$ cat config.mk
export PLATFORM = sky130hd
export DESIGN_NAME = psp_monitor
export DESIGN_NICKNAME = d
export VERILOG_FILES = /design/src/verilog/psp_pkg.sv /design/src/verilog/psp_monitor.sv
export SDC_FILE = /design/constraint.sdc
export NUM_CORES = 2
export LEC_CHECK = 0
export ABC_AREA = 1
export BUFFER_PORTS_ARGS = -buffer_cell sky130_fd_sc_hd__buf_2
export CAP_MARGIN = 25
export CORE_UTILIZATION = 25
export DETAILED_ROUTE_END_ITERATION = 10
export PLACE_DENSITY_LB_ADDON = 0.1
export RECOVER_POWER = 25
export SLEW_MARGIN = 20
export SYNTH_ARGS = -nofsm -noshare
export SYNTH_HDL_FRONTEND = slang
export SYNTH_SLANG_ARGS = --single-unit
export TNS_END_PERCENT = 5
$ cat constraint.sdc
create_clock -name MCLK -period 11.7 [get_ports MCLK]
set_clock_uncertainty 0.1 [all_clocks]
set_input_delay 2.34 -clock MCLK [delete_from_list [all_inputs] [get_ports MCLK]]
set_output_delay 2.34 -clock MCLK [all_outputs]
set_load 0.02 [all_outputs]
$ cat src/verilog/psp_pkg.sv
// Constants and types shared by the power stage protection monitor
package psp_pkg;

    // --------------------
    // Clock, widths
    // --------------------
    localparam int MCLK_NS = 50;
    localparam int CNT_W = 24;
    localparam int VAL_W = 12;
    localparam int WORD_W = 32;
    localparam int RESTORE_W = 8;

    // --------------------
    // Times and derived cycle counts
    // --------------------
    localparam int OCP_BLANK_NS = 240;
    localparam int OCP_BLANK_CYC = (OCP_BLANK_NS + MCLK_NS - 1) / MCLK_NS;
    localparam int HALF_SINE_FIXED_NS = 9823000;
    localparam int HALF_SINE_FIXED_CYC = HALF_SINE_FIXED_NS / MCLK_NS;
    localparam int FAST_RESTART_MS = 400;
    localparam int FAST_RESTART_CYC = FAST_RESTART_MS * 1000000 / MCLK_NS;

    // --------------------
    // Level-two thresholds in mV, level-one setting in 10 mV steps
    // --------------------
    localparam logic [11:0] OCP2_LOW_MV = 12'h320;
    localparam logic [11:0] OCP2_MID_MV = 12'h4B0;
    localparam logic [11:0] OCP2_HIGH_MV = 12'h640;
    localparam logic [6:0] OCP1_MID_MIN = 7'h37;
    localparam logic [6:0] OCP1_HIGH_MIN = 7'h49;

    // --------------------
    // Register map: configuration words first, one word each
    // --------------------
    localparam int CFG_N = 14;
    localparam int CFG_CTRL = 0;
    localparam int CFG_OCP1 = 1;
    localparam int CFG_OCP_BLANK = 2;
    localparam int CFG_DIM_MIN = 3;
    localparam int CFG_UV_BLANK = 4;
    localparam int CFG_START_LVL = 5;
    localparam int CFG_START_TMO = 6;
    localparam int CFG_OV_LVL = 7;
    localparam int CFG_OV_RED = 8;
    localparam int CFG_BURST_BLANK = 9;
    localparam int CFG_IPK_LVL = 10;
    localparam int CFG_IPK_BLANK = 11;
    localparam int CFG_RESTORE_N = 12;
    localparam int CFG_RESTART = 13;
    localparam logic [7:0] ADDR_STATUS = 8'h38;
    localparam logic [7:0] ADDR_IRQ_STATUS = 8'h3C;
    localparam logic [7:0] ADDR_IRQ_CLEAR = 8'h40;
    localparam logic [7:0] ADDR_IRQ_ENABLE = 8'h44;

    // Control word bits
    localparam int CTRL_PEAK_EN = 0;
    localparam int CTRL_ADAPT_EN = 1;
    localparam int CTRL_OV_LATCH = 2;
    localparam int CTRL_FAST = 3;

    // Fault and event bit positions
    localparam int F_OCP = 0;
    localparam int F_UV = 1;
    localparam int F_OV = 2;
    localparam int F_DEMAG = 3;
    localparam int F_IPK = 4;
    localparam int F_START = 5;
    localparam int NF = 6;
    localparam int EV_RESTORE = 6;
    localparam int NEV = 7;

    localparam logic [31:0] CFG_RST [CFG_N] = '{
        32'h0000_0000,
        32'h0000_0032,
        32'(OCP_BLANK_CYC),
        32'h0000_0200,
        32'h0000_4E20,
        32'h0000_0180,
        32'h0020_0000,
        32'h0000_0C00,
        32'h0000_0A00,
        32'h0000_4E20,
        32'h0000_0800,
        32'h0000_4E20,
        32'h0000_0004,
        32'h0040_0000
    };

    // --------------------
    // Types
    // --------------------
    typedef enum logic [1:0] {
        MODE_FIRST_VALLEY,
        MODE_DISCONTINUOUS,
        MODE_BURST
    } psp_mode_e;

    typedef enum logic [1:0] {
        ST_RUN,
        ST_WAIT,
        ST_LATCH
    } psp_state_e;

    typedef struct packed {
        logic [VAL_W-1:0] cs_mv;
        logic [VAL_W-1:0] vout;
        logic [VAL_W-1:0] iout;
        logic demag_ok;
    } psp_sense_s;

endpackage

$ cat src/verilog/psp_monitor.sv
// Protection monitor with blanking, reactions and adaptive overvoltage
//
// Operation
// - Current-sense above level two longer than blank time trips overcurrent.
// - Level two is 0.8, 1.2 or 1.6 V by level-one setting range.
// - Switch overcurrent always reacts with auto-restart.
// - Regulating output below undervoltage level past blanking: auto-restart.
// - Undervoltage level is half the fully dimmed minimum output voltage.
// - Startup output staying below startup level until timeout: auto-restart.
// - Overvoltage blank is quarter half-sine, or configurable in burst mode.
// - Half-sine period is fixed 9.823 ms or measured line period.
// - Overvoltage reacts with auto-restart or latch per setting.
// - Adaptive mode lowers overvoltage level and current limit on first trip.
// - Restore after reduced level held for configured half-sine count.
// - Output voltage unsensed over half a half-sine trips demag shortage.
// - Enabled peak output current above limit past blanking trips fault.
// - Peak current fault restarts after 0.4 s if fast, else configured time.
// - Any trip removes gate drive within 1/512 half-sine.
// - Latch holds until supply falls below the off threshold.
// - Fast auto-restart waits 0.4 s in the low-power state.
//
// Decided for this implementation: register access over APB and the placing of the registers.
module psp_monitor #(
    parameter int HALF_SINE_CYC = psp_pkg::HALF_SINE_FIXED_CYC,
    parameter int FAST_RESTART_CYC = psp_pkg::FAST_RESTART_CYC
) (
    // Clock and reset
    input wire logic MCLK,
    input wire logic SYS_RST,
    // APB slave
    input wire logic [7:0] PADDR,
    input wire logic PSEL,
    input wire logic PENABLE,
    input wire logic PWRITE,
    input wire logic [31:0] PWDATA,
    output logic [31:0] PRDATA,
    output logic PREADY,
    output logic PSLVERR,
    // Sampled and estimated quantities
    input wire logic [psp_pkg::VAL_W-1:0] CS_MV,
    input wire logic [psp_pkg::VAL_W-1:0] VOUT_EST,
    input wire logic [psp_pkg::VAL_W-1:0] IOUT_EST,
    input wire logic ZERO_CROSS_PIN_SENSED,
    // Converter operating state
    input wire logic STARTUP,
    input wire logic REGULATING,
    input wire logic [1:0] OP_MODE,
    input wire logic LINE_SYNCED,
    input wire logic [psp_pkg::CNT_W-1:0] LINE_PERIOD,
    input wire logic SUPPLY_BELOW_OFF_THRESHOLD,
    // Reactions
    output logic GATE_DRIVE_PIN_ENABLE,
    output logic LOW_POWER_WAIT_STATE,
    output logic FAULT_LATCHED,
    output logic CURRENT_LIMIT_REDUCED,
    output logic IRQ
);

    localparam int CW = psp_pkg::CNT_W;
    localparam int VW = psp_pkg::VAL_W;
    localparam int NF = psp_pkg::NF;
    localparam int NEV = psp_pkg::NEV;
    localparam int RW = psp_pkg::RESTORE_W;
    localparam logic [CW-1:0] HALF_SINE_CNT = HALF_SINE_CYC[CW-1:0];
    localparam logic [CW-1:0] FAST_RESTART_CNT = FAST_RESTART_CYC[CW-1:0];

    // --------------------
    // State
    // --------------------
    logic [31:0] cfg [psp_pkg::CFG_N];
    logic [NEV-1:0] irq_status;
    logic [NEV-1:0] irq_enable;
    psp_pkg::psp_state_e state;
    psp_pkg::psp_state_e next_state;
    logic [CW-1:0] wait_cnt;
    logic [CW-1:0] wait_limit;
    logic [CW-1:0] next_wait_limit;
    logic [CW-1:0] half_sine_cnt;
    logic [RW-1:0] restore_cnt;
    logic [CW-1:0] blank_cnt [NF];
    psp_pkg::psp_sense_s sense;

    assign sense = '{
        cs_mv: CS_MV,
        vout: VOUT_EST,
        iout: IOUT_EST,
        demag_ok: ZERO_CROSS_PIN_SENSED
    };

    // --------------------
    // APB decode
    // --------------------
    wire [5:0] reg_index = PADDR[7:2];
    wire [3:0] cfg_index = PADDR[5:2];
    wire word_aligned = PADDR[1:0] == 2'h0;
    wire hit_cfg = word_aligned && (reg_index < 6'(psp_pkg::CFG_N));
    wire hit_status = PADDR == psp_pkg::ADDR_STATUS;
    wire hit_irq_status = PADDR == psp_pkg::ADDR_IRQ_STATUS;
    wire hit_irq_clear = PADDR == psp_pkg::ADDR_IRQ_CLEAR;
    wire hit_irq_enable = PADDR == psp_pkg::ADDR_IRQ_ENABLE;
    wire addr_ok = hit_cfg | hit_status | hit_irq_status | hit_irq_clear
        | hit_irq_enable;
    wire bus_start = PSEL & PENABLE & ~PREADY;
    wire bus_commit = PSEL & PENABLE & PREADY;
    wire bus_write = bus_commit & PWRITE;

    // --------------------
    // Configuration fields
    // --------------------
    wire [31:0] ctrl = cfg[psp_pkg::CFG_CTRL];
    wire peak_overcurrent_enable = ctrl[psp_pkg::CTRL_PEAK_EN];
    wire adaptive_overvoltage_enable = ctrl[psp_pkg::CTRL_ADAPT_EN];
    wire overvoltage_reaction_select = ctrl[psp_pkg::CTRL_OV_LATCH];
    wire overcurrent_restart_speed = ctrl[psp_pkg::CTRL_FAST];
    wire [6:0] overcurrent_level_one_setting = cfg[psp_pkg::CFG_OCP1][6:0];
    wire [VW-1:0] reduced_overvoltage_level = cfg[psp_pkg::CFG_OV_RED][VW-1:0];
    wire [RW-1:0] restore_periods = cfg[psp_pkg::CFG_RESTORE_N][RW-1:0];
    wire running = state == psp_pkg::ST_RUN;
    wire burst_mode = OP_MODE == psp_pkg::MODE_BURST;

    // Settings below the lowest range fall to the lowest level
    wire [VW-1:0] overcurrent_level_two =
        (overcurrent_level_one_setting >= psp_pkg::OCP1_HIGH_MIN)
            ? psp_pkg::OCP2_HIGH_MV
        : (overcurrent_level_one_setting >= psp_pkg::OCP1_MID_MIN)
            ? psp_pkg::OCP2_MID_MV
            : psp_pkg::OCP2_LOW_MV;
    wire [VW-1:0] output_undervoltage_level =
        cfg[psp_pkg::CFG_DIM_MIN][VW-1:0] >> 1;
    wire [VW-1:0] output_overvoltage_level = CURRENT_LIMIT_REDUCED
        ? reduced_overvoltage_level
        : cfg[psp_pkg::CFG_OV_LVL][VW-1:0];
    wire [CW-1:0] half_sine_period = LINE_SYNCED
        ? LINE_PERIOD : HALF_SINE_CNT;

    // --------------------
    // Fault conditions and blanking limits
    // --------------------
    wire [NF-1:0] cond;
    wire [CW-1:0] limit [NF];
    wire [NF-1:0] trip;

    assign cond[psp_pkg::F_OCP] = sense.cs_mv > overcurrent_level_two;
    assign limit[psp_pkg::F_OCP] = cfg[psp_pkg::CFG_OCP_BLANK][CW-1:0];
    assign cond[psp_pkg::F_UV] = REGULATING
        && (sense.vout < output_undervoltage_level);
    assign limit[psp_pkg::F_UV] = cfg[psp_pkg::CFG_UV_BLANK][CW-1:0];
    assign cond[psp_pkg::F_OV] = sense.vout > output_overvoltage_level;
    assign limit[psp_pkg::F_OV] = burst_mode
        ? cfg[psp_pkg::CFG_BURST_BLANK][CW-1:0]
        : half_sine_period >> 2;
    assign cond[psp_pkg::F_DEMAG] = ~sense.demag_ok;
    assign limit[psp_pkg::F_DEMAG] = half_sine_period >> 1;
    assign cond[psp_pkg::F_IPK] = peak_overcurrent_enable
        && (STARTUP || REGULATING)
        && (sense.iout > cfg[psp_pkg::CFG_IPK_LVL][VW-1:0]);
    assign limit[psp_pkg::F_IPK] = cfg[psp_pkg::CFG_IPK_BLANK][CW-1:0];
    assign cond[psp_pkg::F_START] = STARTUP
        && (sense.vout < cfg[psp_pkg::CFG_START_LVL][VW-1:0]);
    assign limit[psp_pkg::F_START] = cfg[psp_pkg::CFG_START_TMO][CW-1:0];

    // --------------------
    // Blanking counters
    // --------------------
    // Trip only when the condition has lasted longer than the limit
    genvar gi;
    generate
        for (gi = 0; gi < NF; gi++)
        begin : g_blank
            assign trip[gi] = running && cond[gi]
                && (blank_cnt[gi] >= limit[gi]);
            always_ff @(posedge MCLK)
            begin
                if (SYS_RST || !running || !cond[gi])
                    blank_cnt[gi] <= '0;
                else if (!trip[gi])
                    blank_cnt[gi] <= blank_cnt[gi] + 1'b1;
            end
        end
    endgenerate

    // --------------------
    // Reaction selection
    // --------------------
    // Latch outranks auto-restart, which outranks the fast restart
    wire latch_req = trip[psp_pkg::F_OV] & overvoltage_reaction_select;
    wire fast_req = trip[psp_pkg::F_IPK] & overcurrent_restart_speed;
    wire auto_req = trip[psp_pkg::F_OCP]
        | trip[psp_pkg::F_UV]
        | trip[psp_pkg::F_DEMAG]
        | trip[psp_pkg::F_START]
        | (trip[psp_pkg::F_OV] & ~overvoltage_reaction_select)
        | (trip[psp_pkg::F_IPK] & ~overcurrent_restart_speed);

    always_comb
    begin
        next_state = state;
        next_wait_limit = wait_limit;
        case (state)
            psp_pkg::ST_RUN:
            begin
                if (latch_req)
                    next_state = psp_pkg::ST_LATCH;
                else if (auto_req)
                begin
                    next_state = psp_pkg::ST_WAIT;
                    next_wait_limit = cfg[psp_pkg::CFG_RESTART][CW-1:0];
                end
                else if (fast_req)
                begin
                    next_state = psp_pkg::ST_WAIT;
                    next_wait_limit = FAST_RESTART_CNT;
                end
            end
            psp_pkg::ST_WAIT:
            begin
                if (wait_cnt >= wait_limit)
                    next_state = psp_pkg::ST_RUN;
            end
            psp_pkg::ST_LATCH:
            begin
                if (SUPPLY_BELOW_OFF_THRESHOLD)
                    next_state = psp_pkg::ST_RUN;
            end
            default:
                next_state = psp_pkg::ST_RUN;
        endcase
    end

    always_ff @(posedge MCLK)
    begin
        if (SYS_RST)
        begin
            state <= psp_pkg::ST_RUN;
            wait_limit <= '0;
            wait_cnt <= '0;
        end
        else
        begin
            state <= next_state;
            wait_limit <= next_wait_limit;
            wait_cnt <= (state == psp_pkg::ST_WAIT)
                ? wait_cnt + 1'b1 : '0;
        end
    end

    // Gate follows the next state, so it drops one edge after a trip
    always_ff @(posedge MCLK)
    begin
        if (SYS_RST)
        begin
            GATE_DRIVE_PIN_ENABLE <= 1'b0;
            LOW_POWER_WAIT_STATE <= 1'b0;
            FAULT_LATCHED <= 1'b0;
        end
        else
        begin
            GATE_DRIVE_PIN_ENABLE <= next_state == psp_pkg::ST_RUN;
            LOW_POWER_WAIT_STATE <= next_state == psp_pkg::ST_WAIT;
            FAULT_LATCHED <= next_state == psp_pkg::ST_LATCH;
        end
    end

    // --------------------
    // Adaptive overvoltage level and restore
    // --------------------
    wire half_sine_tick = half_sine_cnt >= half_sine_period - 1'b1;
    wire restore_watch = CURRENT_LIMIT_REDUCED && running
        && (sense.vout < reduced_overvoltage_level);
    wire restore_done = restore_watch && half_sine_tick
        && (restore_cnt + 1'b1 >= restore_periods);

    always_ff @(posedge MCLK)
    begin
        if (SYS_RST)
            half_sine_cnt <= '0;
        else
            half_sine_cnt <= half_sine_tick ? '0 : half_sine_cnt + 1'b1;
    end

    always_ff @(posedge MCLK)
    begin
        if (SYS_RST || !restore_watch)
            restore_cnt <= '0;
        else if (half_sine_tick)
            restore_cnt <= restore_cnt + 1'b1;
    end

    always_ff @(posedge MCLK)
    begin
        if (SYS_RST)
            CURRENT_LIMIT_REDUCED <= 1'b0;
        else if (trip[psp_pkg::F_OV] && adaptive_overvoltage_enable)
            CURRENT_LIMIT_REDUCED <= 1'b1;
        else if (restore_done)
            CURRENT_LIMIT_REDUCED <= 1'b0;
    end

    // --------------------
    // Interrupts
    // --------------------
    // New events win over a clear in the same cycle
    wire [NEV-1:0] events = {restore_done, trip};
    wire [NEV-1:0] clear_mask = (bus_write && hit_irq_clear)
        ? PWDATA[NEV-1:0] : '0;
    wire [NEV-1:0] next_irq_status = (irq_status & ~clear_mask) | events;

    always_ff @(posedge MCLK)
    begin
        if (SYS_RST)
        begin
            irq_status <= '0;
            IRQ <= 1'b0;
        end
        else
        begin
            irq_status <= next_irq_status;
            IRQ <= |(next_irq_status & irq_enable);
        end
    end

    // --------------------
    // Register file and read path
    // --------------------
    wire [31:0] status_word = {16'h0000, overcurrent_level_two, 1'b0,
        CURRENT_LIMIT_REDUCED, state};
    wire [31:0] read_word =
        hit_cfg ? cfg[cfg_index]
        : hit_status ? status_word
        : hit_irq_status ? 32'(irq_status)
        : hit_irq_enable ? 32'(irq_enable)
        : 32'h0000_0000;

    always_ff @(posedge MCLK)
    begin
        if (SYS_RST)
        begin
            for (int i = 0; i < psp_pkg::CFG_N; i++)
                cfg[i] <= psp_pkg::CFG_RST[i];
            irq_enable <= '0;
        end
        else if (bus_write && hit_cfg)
            cfg[cfg_index] <= PWDATA;
        else if (bus_write && hit_irq_enable)
            irq_enable <= PWDATA[NEV-1:0];
    end

    // One wait state: answer in the second access cycle
    always_ff @(posedge MCLK)
    begin
        if (SYS_RST || !bus_start)
        begin
            PREADY <= 1'b0;
            PRDATA <= 32'h0000_0000;
            PSLVERR <= 1'b0;
        end
        else
        begin
            PREADY <= 1'b1;
            PRDATA <= PWRITE ? 32'h0000_0000 : read_word;
            PSLVERR <= ~addr_ok;
        end
    end

endmodule

== After elaboration in Yosys (flattened, before gate mapping) ==
Memories as Yosys holds them, arrays and structs flattened.
Index checks and enable logic that the tools add are counted.

* Add/subtract/negate cells: 10
* $mul: 0
* Divide/modulo/power cells: 0
* Order comparisons: 18
* Equal/unequal tests: 9
* Shift-type cells: 0
* Multiplexer cells: 65
* Bitwise gates (word level): 35
* Reduce and logical (&&, ||, !) cells: 55

{| class="wikitable"
|+ Operator list
! kind !! number
|-
| $mux 24 || 10
|-
| $add 24x1->24 const B || 8
|-
| $ge 24x24->1 || 7
|-
| $mux 32 || 2
|-
| $mux 1 || 39
|-
| $reduce_or 32->1 || 1
|-
| $logic_and 1x1->1 || 25
|-
| $ge 24x23->1 || 1
|-
| $gt 12x12->1 || 2
|-
| $lt 12x12->1 || 2
|-
| $sub 24x1->24 const B || 1
|-
| $mux 11 || 2
|-
| $mux 7 || 3
|-
| $eq 8x6->1 const B || 2
|-
| $eq 8x7->1 const B || 2
|-
| $mux 15 || 1
|-
| $or 1x1->1 || 15
|-
| $and 7x7->7 || 2
|-
| $gt 12x11->1 || 1
|-
| $lt 12x11->1 || 1
|-
| $mux 12 || 1
|-
| $logic_or 1x1->1 || 10
|-
| $mux 2 || 5
|-
| $add 8x1->8 const B || 1
|-
| other kinds (19) || 48
|}

* Flip-flop bits (word level): 135
* Bits in latches: 0
* Memory bits (writable): 592
* ROM bits: 0
* Input bits: 112
* Logic and storage cells: 209
* Memories kept: 2

{| class="wikitable"
|+ Memory list
! memory !! words !! bits a word !! rd ports !! clocked after Yosys merged registers in !! wr ports !! line !! RTL
|-
| cfg || 14 || 32 || 15 || 0 || 14 || psp_monitor.sv:70 || <nowiki>logic [31:0] cfg [psp_pkg::CFG_N];</nowiki>
|-
| blank_cnt || 6 || 24 || 6 || 0 || 6 || psp_monitor.sv:80 || <nowiki>logic [CW-1:0] blank_cnt [NF];</nowiki>
|}

== Longest topological paths before layout ==
An unclocked memory read counts as a cell.

* Word-level depth: 16
* Depth in mapped cells: 23
* Gate-level depth less buffers: 22

== Least setup slack after synthesis ==
No wires, ideal clock.

* Path kind: input to register
* Start point: in LINE_SYNCED
* End point: reg half_sine_cnt[18]
* Data arrival time: 5.072 ns
* Required time: 11.472 ns
* Path slack: 6.400 ns
* Cell stages on the path: 22
* Path buffers: 2
* Path through: buf_2 > nand2_1 > ha_1 > nand2_2 > nor3_4 > nand4_2 > nor3_2 > and2_1 > nand2_1 > xor2_1 > inv_1 > ha_1 > nand2_1 > nor2_1 > nand4_1 > nor2_1 > nand2_1 > nand4_1 > nor2_1 > inv_1 > clkbuf_1 > nor2_1

* Longest elaborated chain between the ends: 4

{| class="wikitable"
|+ RTL lines
! item !! line !! RTL
|-
| start: declaration || psp_monitor.sv:48 || <nowiki>input wire logic LINE_SYNCED,</nowiki>
|-
| $mux 24 || psp_monitor.sv:134 || <nowiki>? LINE_PERIOD : HALF_SINE_CNT;</nowiki>
|-
| $sub 24x1->24 || psp_monitor.sv:267 || <nowiki>wire half_sine_tick = half_sine_cnt >= half_sine_period - 1'b1;</nowiki>
|-
| $ge 24x24->1 || psp_monitor.sv:267 ||
|-
| $reduce_or 2->1 (no source line) || n/a ||
|-
| end signal: assignment || psp_monitor.sv:278 || <nowiki>half_sine_cnt <= half_sine_tick ? '0 : half_sine_cnt + 1'b1;</nowiki>
|-
| end: declaration || psp_monitor.sv:78 || <nowiki>logic [CW-1:0] half_sine_cnt;</nowiki>
|}

Every way passes these cells.
A chain may end at the register's enable or synchronous reset.

==> impl_metrics.ini <==
[global_routing]
grt_usage_pct = 18.1
gr-total-overflow = 0
grt_pass1_wl_um = 223000
grt_max_degree = 59
grt_pass1_vias = 31300
antenna_found_initial = 14

[sta]
whs_ns = 0.351
setup_violations = 0
max_slew_margin_pct = -50.6
layout_setup_ws_ns = 3.44
fmax_mhz = 121
final_hold_viol_count = 0
fin_setup_tns_ns = 0
tightest_slew_ns = 2.26
final.min_clock_period_ns = 8.26
rsz0062_at_grt = false
fin_crit_sh_pct = 70.6
drv_slew = 214

[power_and_ir_drop]
p_int_uw = 5030
pwr-share-comb_pct = 8.5
seqPwrFrac_pct = 46.7
p_leak_uw = 0.0194
switchingPower_uw = 1790
switching_share_pct = 26.3
clkPwrFrac_pct = 44.8
p_per_area_mw_per_mm2 = 141
vdd_ir_drop_max_uv = 116

[routing]
routed_wl_um = 155000
drc = 0
post_drt_wl_per_cell_um = 22.2
detail-route-antenna-nets = 0
num_vias = 32200
viasPerCell = 4.61
drt_first_pass_iters = 7
drt-initial-drc-count = 2112

[worst_setup_path]
crit_path_start_kind = input pin
rr_worst_depth = 16
r2r_slack_ns = 7.21
crit-reg2reg-launch = cfg[1][1]
r2r-end = GATE_DRIVE_PIN_ENABLE
critPathArrivalTime_ns = 8.52
cp-end-kind = flip-flop
required_ns = 11.96
cp_max_fo = 28
critPathKind = in2reg

[min_path]
hold_start = half_sine_cnt[0]
min_to = half_sine_cnt[0]
hold_class = reg2reg
hold_path_depth = 1

[synth]
ys_seq_elements = 791
ys_seq_area_share_pct = 53.3
yosys_warnings = 0
synth_edf_count = 656
avgSynthCellArea_um2 = 9.35
netlist_instances = 4491
async_flop_share_pct = 0
syn-cell-area_mm2 = 0.0420
yosysUniqueCellTypes = 61
synth_ff_type = edfxtp_1

[floorplan]
die_x_um = 412
die_h_um = 412
num_rows = 150
start_util_pct = 25.1
die_area_mm2 = 0.170
ioPinCount = 151
core_mm2 = 0.167

[finish]
num-fill-cells = 17800
multi_input_area_mm2 = 0.0170
nNetsFinal = 5084
ff_latch_area_mm2 = 0.0224
syn_to_final_growth_pct = 15.4
instances_no_fill = 6993
finalInstanceArea_mm2 = 0.0485
layout-drive-gt1-share_pct = 7.48

[clocking]
worstSkewPairLatency_ns = 0.72
cts_setup_buffers = 0
cts_max_level = 3
cts-buffers-inserted = 101
clk_path_buf_depth = 3
cts_resized = 0
clockRootBuffer = clkbuf_16
clkTransAtPathRegs_ns = 0.05
cts_hold_buf = 0
cts.sinks = 791
tritoncts = done

[run_status]
violations = capacitance limit, slew limit
outcome = finished, violations left

[placement]
port_buffers = 150
place_inst = 6798
globalplace.congestion = 0.812
placedInstanceArea_mm2 = 0.0455
pre_cts_ws_ns = 5.15
hpwl_um = 113000

[job]
maxCapViolCount = 9
-- logic make-up (layout without fill, tap and decap cells) --
| logic type | count (synthesis) | count (layout) | share of synthesized area [%] |
|---|---|---|---|
| simple gates | 1903 | 1903 | 19.6 |
| compound gates | 720 | 720 | 10.4 |
| fa+ha+maj | 272 | 272 | 8.10 |
| buf+inv | 714 | 945 | 6.64 |
| xor+xnor | 90 | 90 | 1.88 |
| other cells | 1 | 68 | 0.00893 |
| flops | 791 | 791 | 53.3 |
-- through the flow --
step           util, %  total power, uW
5_1_grt           29.0             7080
6_report          29.0             6820
2_1_floorplan        -             3570
3_5_place_dp      27.3             3840
4_1_cts           29.1             6920
3_3_place_gp      27.2             3830
-- layout by cell type, fill, tap and decap left out, drive strengths merged, types with 8 or more instances in the layout --
cell type,n
o22ai,31
a21oi,277
a22oi,188
conb,64
nor3,94
edfxtp,656
clkinv,38
nor2,836
a31oi,10
ha,272
nand2,695
nand3,97
or2,16
nor4,34
nor3b,34
o21a,14
and3,8
clkbuf,227
xnor2,32
nand4,78
inv,539
o21ai,143
a211oi,9
xor2,58
dfxtp,135
buf,133
o221ai,14
-- sequential cells by signal, indices dropped and copies added (netlist names), 2 cells and up --
register       cells
irq_enable         7
PRDATA            32
irq_status         7
cfg              512
state              2
restore_cnt        8
wait_limit        24
wait_cnt          24
half_sine_cnt     24
blank_cnt        144
-- worst max-delay path, stage by stage --
cell	delay, ns
clkbuf_1	0.17
nand2_1	0.16
clkbuf_1	1.54
inv_1	0.71
a21oi_1	0.61
clkinv_1	0.20
nor3_1	0.16
inv_1	0.35
nor2_1	0.25
inv_1	0.16
nor2_1	0.45
inv_2	0.42
nand2_1	0.46
buf_4	0.48
-- synth_stat cells (58+ instances only) --
| master | n | area share [%] |
|---|---|---|
| nor2_1 | 802 | 7.2 |
| ha_1 | 272 | 8.1 |
| dfxtp_1 | 135 | 6.4 |
| nor3_1 | 79 | 0.94 |
| nand4_1 | 76 | 1.1 |
| clkbuf_1 | 121 | 1.1 |
| nand2_1 | 689 | 6.2 |
| inv_1 | 518 | 4.6 |
| xor2_1 | 58 | 1.2 |
| edfxtp_1 | 656 | 47 |
| nand3_1 | 90 | 1.1 |
| o21ai_0 | 143 | 1.7 |
| a22oi_1 | 188 | 3.4 |
| a21oi_1 | 276 | 3.3 |
-- routing by layer --
| layer | up-vias | routed length [um] | GRT usage [%] |
|---|---|---|---|
| met5 | - | 13 | 0 |
| met2 | 677 | 74200 | 30.5 |
| met4 | 2 | 2860 | 4.16 |
| met1 | 15700 | 71600 | 24.6 |
| li1 | 15700 | - | - |
| met3 | 147 | 6650 | 2.08 |
-- layout make-up --
type / instances / area share, %
Multi-Input combinational cell: 3049 / 35.0
Tap cell: 2204 / 5.69
Antenna cell: 4 / 0.0206
Inverter: 540 / 4.19
Timing Repair Buffer: 217 / 2.41
Sequential cell: 791 / 46.2
Clock inverter: 45 / 0.864
Clock buffer: 143 / 5.64
-- power by group through the flow --
stage | Sequential (uW) | Combinational [uW] | Clock, uW
2_1_floorplan | 3220 | 342 | 0
6_report | 3180 | 583 | 3050
3_5_place_dp | 3240 | 593 | 0
3_3_place_gp | 3240 | 586 | 0
4_1_cts | 3190 | 596 | 3140
5_1_grt | 3190 | 649 | 3240
-- how the worst max path moves through the flow --
stage / from / end / slack (ns)
global route: PADDR[4] / cfg[4][24] / 3.13
detailed placement: OP_MODE[0] / wait_limit[21] / 5.15
finish: PADDR[4] / cfg[4][24] / 3.44
CTS: OP_MODE[0] / wait_limit[1] / 5.90
floorplan: LINE_SYNCED / half_sine_cnt[18] / 6.40
global placement: OP_MODE[0] / blank_cnt[2][23] / 5.08
Note: power is estimated with default switching activity, not from simulation.
